`src/rtl/ltld_pkg.sv`:
```
// package: register map, field layout and reset values of the lane control bank
// Overview of operation
// - Offset 0x12 holds the receiver termination float bits of banks 0 and 1, bit = channel + 4 * bank.
// - Offset 0x13 holds the receiver termination float bits of bank 2 in bits 3:0 and bank 3 in bits 7:4.
// - A float bit of one puts that lane's input termination in high impedance, zero leaves it off, reset is zero.
// - Offset 0x14 holds the signal-loss detector enables of bank 0 in bits 3:0 and bank 1 in bits 7:4.
// - Offset 0x15 holds the signal-loss detector enables of bank 2 in bits 3:0 and bank 3 in bits 7:4.
// - A signal-loss enable bit of one turns that lane's detector on, zero keeps it off, reset is zero.
// - Bank 0 drive current is a nibble per lane, channels 0-1 at 0x16 and 2-3 at 0x17, lower channel in 3:0.
// - Bank 1 drive current sits at 0x18 for channels 0-1 and 0x19 for channels 2-3, same nibble layout.
// - Bank 2 drive current for channel 0 sits in bits 3:0 and channel 1 in bits 7:4 of offset 0x1A.
// - Every drive current nibble resets to binary 1000, so each two-lane byte resets to 0x88.
package ltld_pkg;

  localparam int unsigned LTLD_NUM_REGS   = 9;
  localparam int unsigned LTLD_DATA_W     = 8;
  localparam int unsigned LTLD_ADDR_W     = 8;
  localparam int unsigned LTLD_LANES      = 4;
  localparam int unsigned LTLD_NIBBLE_W   = 4;

  // register indices inside the bank
  localparam int unsigned LTLD_IDX_HIZ01  = 0;
  localparam int unsigned LTLD_IDX_HIZ23  = 1;
  localparam int unsigned LTLD_IDX_LOS01  = 2;
  localparam int unsigned LTLD_IDX_LOS23  = 3;
  localparam int unsigned LTLD_IDX_DRV00  = 4;
  localparam int unsigned LTLD_IDX_DRV02  = 5;
  localparam int unsigned LTLD_IDX_DRV10  = 6;
  localparam int unsigned LTLD_IDX_DRV12  = 7;
  localparam int unsigned LTLD_IDX_DRV20  = 8;

  // byte offsets on the register port
  localparam logic [7:0] LTLD_OFS_RX_TERM_HIZ_BANKS01  = 8'h12;
  localparam logic [7:0] LTLD_OFS_RX_TERM_HIZ_BANKS23  = 8'h13;
  localparam logic [7:0] LTLD_OFS_SIGLOSS_ENABLE_BANKS01 = 8'h14;
  localparam logic [7:0] LTLD_OFS_SIGLOSS_ENABLE_BANKS23 = 8'h15;
  localparam logic [7:0] LTLD_OFS_TX_DRIVE_B0_CH01     = 8'h16;
  localparam logic [7:0] LTLD_OFS_TX_DRIVE_B0_CH23     = 8'h17;
  localparam logic [7:0] LTLD_OFS_TX_DRIVE_B1_CH01     = 8'h18;
  localparam logic [7:0] LTLD_OFS_TX_DRIVE_B1_CH23     = 8'h19;
  localparam logic [7:0] LTLD_OFS_TX_DRIVE_B2_CH01     = 8'h1A;

  // reset values
  localparam logic [7:0] LTLD_RST_FLAGS   = 8'h00;
  localparam logic [7:0] LTLD_RST_DRIVE   = 8'h88;

  // field positions inside a byte
  localparam int unsigned LTLD_LO_LSB     = 0;
  localparam int unsigned LTLD_HI_LSB     = 4;

  // table ordered by index, entry 0 in the lowest byte
  localparam logic [LTLD_NUM_REGS-1:0][7:0] LTLD_REG_OFFSET = {
    LTLD_OFS_TX_DRIVE_B2_CH01, LTLD_OFS_TX_DRIVE_B1_CH23, LTLD_OFS_TX_DRIVE_B1_CH01,
    LTLD_OFS_TX_DRIVE_B0_CH23, LTLD_OFS_TX_DRIVE_B0_CH01, LTLD_OFS_SIGLOSS_ENABLE_BANKS23,
    LTLD_OFS_SIGLOSS_ENABLE_BANKS01, LTLD_OFS_RX_TERM_HIZ_BANKS23, LTLD_OFS_RX_TERM_HIZ_BANKS01
  };

  localparam logic [LTLD_NUM_REGS-1:0][7:0] LTLD_REG_RESET = {
    LTLD_RST_DRIVE, LTLD_RST_DRIVE, LTLD_RST_DRIVE, LTLD_RST_DRIVE, LTLD_RST_DRIVE,
    LTLD_RST_FLAGS, LTLD_RST_FLAGS, LTLD_RST_FLAGS, LTLD_RST_FLAGS
  };

endpackage : ltld_pkg

```
`src/rtl/ltld_byte_reg.sv`:
```
// one read/write control byte with a constant reset value
`timescale 1ns/1ps
module ltld_byte_reg
  import ltld_pkg::*;
#(
  parameter logic [7:0] RESET_VALUE = 8'h00
) (
  // clock and reset
  input  wire logic       ref_clk,
  input  wire logic       rst_b,
  input  wire logic       clk_en,
  // write side
  input  wire logic       wr_en,
  input  wire logic [7:0] wr_data,
  // stored value
  output logic      [7:0] value_reg
);

  logic [7:0] value_next;

  assign value_next = wr_en ? wr_data : value_reg;

  always_ff @(posedge ref_clk or negedge rst_b)
  begin
    if (!rst_b)
      value_reg <= RESET_VALUE;
    else if (clk_en)
      value_reg <= value_next;
  end

endmodule : ltld_byte_reg

```
`src/rtl/ltld_regs.sv`:
```
// lane termination, signal-loss enable and drive current register bank
`timescale 1ns/1ps
module ltld_regs
  import ltld_pkg::*;
(
  // clock and reset
  input  wire logic        ref_clk,
  input  wire logic        rst_b,
  input  wire logic        clk_en,
  // register port from the serial port engine
  input  wire logic [7:0]  reg_addr,
  input  wire logic        reg_wr_en,
  input  wire logic [7:0]  reg_wr_data,
  input  wire logic        reg_rd_en,
  output logic      [7:0]  reg_rd_data,
  output logic             reg_rd_valid,
  output logic             reg_addr_err,
  // receiver termination float, one bit per channel
  output logic      [3:0]  rx_term_float_bank0,
  output logic      [3:0]  rx_term_float_bank1,
  output logic      [3:0]  rx_term_float_bank2,
  output logic      [3:0]  rx_term_float_bank3,
  // signal-loss detector enables, one bit per channel
  output logic      [3:0]  sigloss_en_bank0,
  output logic      [3:0]  sigloss_en_bank1,
  output logic      [3:0]  sigloss_en_bank2,
  output logic      [3:0]  sigloss_en_bank3,
  // transmit drive current, one nibble per channel, channel 0 lowest
  output logic      [15:0] tx_drive_bank0,
  output logic      [15:0] tx_drive_bank1,
  output logic      [7:0]  tx_drive_bank2
);

  // lane counts of this slice, derived from the map
  localparam int unsigned FLAG_LANES  = 2 * LTLD_DATA_W;
  localparam int unsigned FLAG_BANKS  = FLAG_LANES / LTLD_LANES;
  localparam int unsigned DRIVE_LANES = 2 * (LTLD_IDX_DRV20 - LTLD_IDX_DRV00 + 1);

  // per-entry decode, storage and read terms
  logic [LTLD_NUM_REGS-1:0]      reg_hit;
  logic [LTLD_NUM_REGS-1:0]      reg_wr_hit;
  logic [LTLD_NUM_REGS-1:0][7:0] reg_value;
  logic [LTLD_NUM_REGS-1:0][7:0] rd_term;
  logic [LTLD_NUM_REGS:0][7:0]   rd_chain;
  logic                          any_hit;
  logic                          any_req;

  // read answer path
  logic [7:0]                    rd_mux;
  logic [7:0]                    rd_data_next;
  logic                          rd_valid_next;
  logic                          addr_err_next;
  logic [7:0]                    reg_rd_data_reg;
  logic                          reg_rd_valid_reg;
  logic                          reg_addr_err_reg;

  // lane views of the stored bytes
  logic [FLAG_LANES-1:0]         float_flat;
  logic [FLAG_LANES-1:0]         sigloss_flat;
  logic [FLAG_BANKS-1:0][3:0]    float_bank;
  logic [FLAG_BANKS-1:0][3:0]    sigloss_bank;
  logic [DRIVE_LANES-1:0][3:0]   drive_lane;

  // one decoded byte per map entry; offsets and resets come from the table
  assign rd_chain[0] = 8'h00;

  genvar gi;
  generate
    for (gi = 0; gi < LTLD_NUM_REGS; gi++)
    begin : g_reg
      assign reg_hit[gi]      = (reg_addr == LTLD_REG_OFFSET[gi]);
      assign reg_wr_hit[gi]   = reg_wr_en & reg_hit[gi];
      assign rd_term[gi]      = reg_value[gi] & {8{reg_hit[gi]}};
      // and-or chain: at most one term is non-zero since offsets are distinct
      assign rd_chain[gi + 1] = rd_chain[gi] | rd_term[gi];

      ltld_byte_reg #(
        .RESET_VALUE (LTLD_REG_RESET[gi])
      ) u_byte (
        .ref_clk   (ref_clk),
        .rst_b     (rst_b),
        .clk_en    (clk_en),
        .wr_en     (reg_wr_hit[gi]),
        .wr_data   (reg_wr_data),
        .value_reg (reg_value[gi])
      );
    end
  endgenerate

  assign any_hit = |reg_hit;
  assign any_req = reg_rd_en | reg_wr_en;
  assign rd_mux  = rd_chain[LTLD_NUM_REGS];

  // unmapped reads return zero and flag the address; writes to them are dropped
  assign rd_data_next  = reg_rd_en ? rd_mux : reg_rd_data_reg;
  assign rd_valid_next = reg_rd_en & any_hit;
  assign addr_err_next = any_req & ~any_hit;

  // read sees the value before a write in the same cycle
  always_ff @(posedge ref_clk or negedge rst_b)
  begin
    if (!rst_b)
      reg_rd_data_reg <= 8'h00;
    else if (clk_en)
      reg_rd_data_reg <= rd_data_next;
  end

  // pulses rebuilt every enabled cycle, so back-to-back reads stay high
  always_ff @(posedge ref_clk or negedge rst_b)
  begin
    if (!rst_b)
      reg_rd_valid_reg <= 1'b0;
    else if (clk_en)
      reg_rd_valid_reg <= rd_valid_next;
  end

  always_ff @(posedge ref_clk or negedge rst_b)
  begin
    if (!rst_b)
      reg_addr_err_reg <= 1'b0;
    else if (clk_en)
      reg_addr_err_reg <= addr_err_next;
  end

  assign reg_rd_data  = reg_rd_data_reg;
  assign reg_rd_valid = reg_rd_valid_reg;
  assign reg_addr_err = reg_addr_err_reg;

  // flag bytes side by side, so a lane's bit is channel + 4 * bank
  assign float_flat   = {reg_value[LTLD_IDX_HIZ23], reg_value[LTLD_IDX_HIZ01]};
  assign sigloss_flat = {reg_value[LTLD_IDX_LOS23], reg_value[LTLD_IDX_LOS01]};

  genvar gb;
  genvar gc;
  generate
    for (gb = 0; gb < FLAG_BANKS; gb++)
    begin : g_bank
      for (gc = 0; gc < LTLD_LANES; gc++)
      begin : g_chan
        assign float_bank[gb][gc]   = float_flat[gc + LTLD_LANES * gb];
        assign sigloss_bank[gb][gc] = sigloss_flat[gc + LTLD_LANES * gb];
      end
    end
  endgenerate

  // termination float per bank
  assign rx_term_float_bank0 = float_bank[0];
  assign rx_term_float_bank1 = float_bank[1];
  assign rx_term_float_bank2 = float_bank[2];
  assign rx_term_float_bank3 = float_bank[3];

  // signal-loss detector enables per bank
  assign sigloss_en_bank0 = sigloss_bank[0];
  assign sigloss_en_bank1 = sigloss_bank[1];
  assign sigloss_en_bank2 = sigloss_bank[2];
  assign sigloss_en_bank3 = sigloss_bank[3];

  // drive nibbles: lane k sits in drive entry k / 2, low nibble for even k
  genvar gk;
  generate
    for (gk = 0; gk < DRIVE_LANES; gk++)
    begin : g_drive
      localparam int unsigned ENTRY = LTLD_IDX_DRV00 + gk / 2;
      localparam int unsigned LSB   = (gk % 2 == 0) ? LTLD_LO_LSB : LTLD_HI_LSB;
      assign drive_lane[gk] = reg_value[ENTRY][LSB +: LTLD_NIBBLE_W];
    end
  endgenerate

  // lower channel always in the lower nibble of each bank word
  assign tx_drive_bank0 = {drive_lane[3], drive_lane[2], drive_lane[1], drive_lane[0]};
  assign tx_drive_bank1 = {drive_lane[7], drive_lane[6], drive_lane[5], drive_lane[4]};
  assign tx_drive_bank2 = {drive_lane[9], drive_lane[8]};

endmodule : ltld_regs

```
`config.mk`:
```
export PLATFORM = sky130hd
export DESIGN_NAME = ltld_regs
export DESIGN_NICKNAME = d
export VERILOG_FILES = /design/src/rtl/ltld_pkg.sv /design/src/rtl/ltld_byte_reg.sv /design/src/rtl/ltld_regs.sv
export SDC_FILE = /design/constraint.sdc
export NUM_CORES = 1
export LEC_CHECK = 0
export BUFFER_PORTS_ARGS = -buffer_cell sky130_fd_sc_hd__buf_2
export CAP_MARGIN = 20
export CORE_ASPECT_RATIO = 1.4
export CORE_MARGIN = 4
export CORE_UTILIZATION = 53
export CTS_CLUSTER_DIAMETER = 120
export CTS_CLUSTER_SIZE = 10
export DETAILED_ROUTE_END_ITERATION = 12
export HOLD_SLACK_MARGIN = 0.12
export PLACE_DENSITY = 0.8
export SETUP_SLACK_MARGIN = 0.05
export SLEW_MARGIN = 25
export SYNTH_ARGS = -nofsm -noshare
export SYNTH_HDL_FRONTEND = slang
export SYNTH_SLANG_ARGS = --single-unit
```
`constraint.sdc`:
```
create_clock -name ref_clk -period 1.8 [get_ports ref_clk]
set_input_delay 0.27 -clock ref_clk [delete_from_list [all_inputs] [get_ports ref_clk]]
set_output_delay 0.27 -clock ref_clk [all_outputs]
set_load 0.1 [all_outputs]
```
After elaboration in Yosys (flattened, before gate mapping)
Cells that the tools add are included.
{"block": "totals", "out_inout_bits": 82, "in_bits": 21, "reg_bits": 82, "elab_cells": 62}
{"block": "classes", "eq_ne": 9, "bitwise_logic": 30, "reduce_logical": 11}
{"op": "$and 8x8->8", "n": 9}
{"op": "$eq 8x5->1 const B", "n": 9}
{"op": "$or 8x8->8", "n": 8}
{"op": "$reduce_and 2->1", "n": 10}
{"op": "$and 1x1->1", "n": 11}
{"op": "$reduce_or 9->1", "n": 1}
{"op": "$not 1->1", "n": 1}
{"op": "$or 1x1->1", "n": 1}

Longest topological paths before layout
{"block": "logic_depth", "word_depth": 10, "mapped_depth": 7}

Cells and area by module
A second synthesis with hierarchy kept.
{"block": "hier_totals", "hier_cells": 288, "hier_area_um2": 3806.2}
{"mod": "ltld_byte_reg at g_reg[4].u_byte ...", "n_inst": 5, "cells_each": 17, "area_each_um2": 299.0}
{"mod": "ltld_byte_reg at g_reg[0].u_byte ...", "n_inst": 4, "cells_each": 17, "area_each_um2": 296.5}
{"mod": "ltld_regs", "n_inst": 1, "cells_each": 135, "area_each_um2": 1124.8}

Least setup slack after synthesis
No wires, ideal clock.
{"block": "synth_path", "path_kind": "input -> register", "startpoint": "input reg_addr[5]", "endpoint": "register g_reg[6].u_byte.value_reg[6]", "path_slack_ns": -0.034, "arrival_ns": 1.708, "n_path_buf": 2, "stages": 6, "cell_sequence": "or4b_1 buf_2 nor2_2 and3_1 buf_4 mux2_2"}
{"block": "synth_between", "elab_chain_cells": 3}
{"item": "from (decl)", "line": "ltld_regs.sv:11", "rtl": "input wire logic [7:0] reg_addr,"}
{"item": "$eq 8x5->1", "line": "ltld_regs.sv:71", "rtl": "assign reg_hit[gi] = (reg_addr == LTLD_REG_OFFSET[gi]);"}
{"item": "$and 1x1->1", "line": "ltld_regs.sv:72", "rtl": "assign reg_wr_hit[gi] = reg_wr_en & reg_hit[gi];"}
{"item": "$reduce_and 2->1 (no line)"}
{"item": "to (signal assigned)", "line": "ltld_byte_reg.sv:28", "rtl": "value_reg <= value_next;"}
{"item": "to (decl)", "line": "ltld_byte_reg.sv:16", "rtl": "output logic [7:0] value_reg"}
Every way passes these cells.
A chain may end at the register's enable or synchronous reset.

Worst setup path in the final report
{"block": "layout_path", "startpoint": "register g_reg[6].u_byte.value_reg[7]", "endpoint": "output tx_drive_bank1[7]"}
{"item": "to (decl)", "line": "ltld_regs.sv:30", "rtl": "output logic [15:0] tx_drive_bank1,"}
No word-level cell between the ends.

==> flow_summary.yaml <==
outcome:
  status: "completed"
power_and_ir_drop:
  internal_power_uw: 3000
  p_switching_uw: 1360
  power_density_nw_per_um2: 856
  leakage_uw: 0.00268
  irDropWorstVdd_mv: 0.752
  p_clk_frac: 0.358
  combPwrFrac: 0.193
  switching_share: 0.311
  p_seq_frac: 0.448
setup_path:
  cp_top_family: "flip-flops"
  cp-start-kind: "flop"
  critPathRequiredTime_ns: 1.53
  end_kind: "output pin"
  r2r_cells: 5
  critical_path.cell_chain: "buf_2"
  r2r_end: "reg_rd_data[5]$_DFFE_PN0P_"
  cpMaxStageDelayCell: "dfstp_2"
  r2r-start: "g_reg[0].u_byte.value_reg[5]$_DFFE_PN0P_"
  critPathBufInv: 1
  cp.arrival_ns: 1.34
  max_stage_delay_ns: 0.56
  cp_max_fo: 3
  ff2ff_setup_slack_ns: 0.33
  path_class: "reg2out"
timing:
  rsz0062_at_grt: "false"
  finalMaxSlewViolations: 0
  worstMarginPinSlew_ns: 0.502
  fin_crit_sh: 0.893
  timing.fmax_ghz: 0.622
  fin_setup_tns_ns: 0
  hold_slack_ns: 0.182
  period_minus_slack_ns: 1.61
  setup_violations: 0
  slew_headroom: 0.668
  hold_viol: 0
  skew_ns: 0.00746
global_routing:
  gr-total-overflow: 0
  grt_antenna_before_repair: 0
  grtUsageTotal: 0.262
  grt_pass1_vias: 3291
  grt_pass1_wl_um: 17200
  grt_max_degree: 37
layout:
  stdcell_area_sq_um: 5090
  largest_reg_flops: 72
  drive_gt1_frac: 0.600
  area_growth_pct: 30.7
  diodes: 0
  final_nets: 461
  final_core_util: 0.720
floorplan:
  dieArea_sq_um: 8800
  core_sq_um: 7070
  start_util: 0.551
  die_h_um: 109
  die-width_um: 80.5
  io-pin-count: 103
  rows: 36
clock_network:
  clock-sinks: 82
  cts_max_level: 3
  clk_path_buf_depth: 2
  post-cts-setup-buffer-count: 0
  cts_root_buf: "clkbuf_8"
  clk_pin_slew_ns: 0.08
  cts_tree: "done"
  clk_latency_ns: 0.35
  numCtsBuffers: 9
synthesis:
  synth_top_area_cell: "dfrtp_1"
  yosys-top-cells-area: "dfrtp_1 (46%), mux2_2 (20%), dfstp_2 (6.7%), mux2i_1 (3.9%), mux2_4 (3.1%)"
  synth_compound_area_frac: 0.0890
  avgSynthCellArea_sq_um: 13.2
  synth_edf_count: 0
  yosys.area.top_type_share: 0.463
  synth_most_common_cell: "dfrtp_1"
  synth_cell_type_count: 48
  synthAdderAreaFrac: 0
  muxShareOfSynthArea: 0.275
  synth_top_family_by_area: "multiplexers"
  synth-seq-cells: 82
  synthSimpleGateAreaFrac: 0.0851
  async_reset_ff_frac: 1.00
  synth_area_sq_um: 3890
  yosys_warnings: 0
  yosys.area_share.xor_xnor: 0
  synthTopCellsByCount: "dfrtp_1 (72), mux2_2 (69), mux2i_1 (15)"
  synth_nets: 315
  ys_seq_area_frac: 0.530
  synthFlopType: "dfrtp_1"
  synthCells: 294
worst_hold_path:
  hp-class: "in2reg"
  worstHoldPathCells: 2
  holdCritStartpoint: "clk_en"
  hold_end: "reg_rd_valid$_DFFE_PN0P_"
drt:
  wl_um: 11100
  drt_pass1_iterations: 5
  drc: 0
  num_vias: 3130
  drtIter0Drc: 217
  post_drt_wl_per_cell_um: 20.5
  vias_per_cell: 5.80
  antenna_left: 0
place:
  placed_area_sq_um: 4850
  port_buffers: 102
  dp_hpwl_um: 8280
  place_congestion: 0.903
run:
  maxCapViolCount: 0
what timing repair did:
| item | in CTS | in global routing |
|---|---|---|
| resized for setup | 0 | 0 |
| endpoints found under the hold margin | 25 | 0 |
| endpoints found under the setup margin | 0 | 0 |
| hold buffers | 1 | 0 |
layout by cell type (no fill, tap or decap), types with 6 or more instances in the layout:
cell / Yosys / routed
o21ai_0: 8 / 8
nand2_1: 11 / 11
dfstp_2: 10 / 10
mux2_4: 8 / 11
clkbuf_8: 0 / 9
mux2i_1: 15 / 15
dfrtp_1: 72 / 68
nor2_1: 10 / 10
a22oi_1: 6 / 6
a21oi_1: 11 / 11
buf_4: 1 / 43
buf_2: 6 / 101
mux2_2: 69 / 66
worst max-delay path by stage:
stage                                                        start                                  endpoint  slack [ns]  cells past startpoint
after global routing      g_reg[6].u_byte.value_reg[3]$_DFFE_PN1P_                         tx_drive_bank1[3]        0.15                      1
after floorplan                                        reg_addr[6]  g_reg[0].u_byte.value_reg[5]$_DFFE_PN0P_        0.02                      5
after CTS                 g_reg[6].u_byte.value_reg[7]$_DFFE_PN1P_                         tx_drive_bank1[7]        0.17                      1
final                     g_reg[6].u_byte.value_reg[7]$_DFFE_PN1P_                         tx_drive_bank1[7]        0.19                      1
after global placement                                 reg_addr[6]  g_reg[0].u_byte.value_reg[5]$_DFFE_PN0P_       -0.06                      6
after detailed placement                               reg_addr[6]  g_reg[8].u_byte.value_reg[2]$_DFFE_PN0P_       -0.12                      8
stage by stage:
step                setup slack [ns]  total power (uW)  instances
finish                         0.192              4360        540
CTS                            0.175              4370        540
global placement             -0.0626              2820        523
detailed placement            -0.119              2830        523
floorplan                     0.0158              2580        294
global route                   0.151              4510        540
cell type report:
type                       count  area (sq um)
clock buffer                  10           128
clock inverter                 6           105
fill                         504          1980
inverter                       5          18.8
multi-input combinational    195          1770
sequential                    82          2070
tap                           95           119
timing repair buffer         147           878
per-layer routing:
layer	track usage	wire, um	part of all wire	vias to the layer above
met3	0.0484	659	0.060	23
li1	-	-	-	1394
met5	0	0	0	-
met1	0.324	4390	0.40	1576
met2	0.447	5700	0.52	137
met4	0.114	310	0.028	0
power groups by stage:
stage,logic [uW],registers (uW),clock network (uW)
floorplan,156,2420,0
global placement,830,1990,0
detailed placement,840,1990,0
CTS,844,1950,1580
global route,875,1960,1680
finish,842,1960,1560
kinds of logic after synthesis:
| group | count (synthesis) |
|---|---|
| flip-flops | 82 |
| AO/OA/AOI/OAI | 51 |
| buffers and inverters | 17 |
| AND/OR/NAND/NOR | 51 |
| multiplexers | 93 |
No activity file was read; power rests on OpenSTA's default activity.
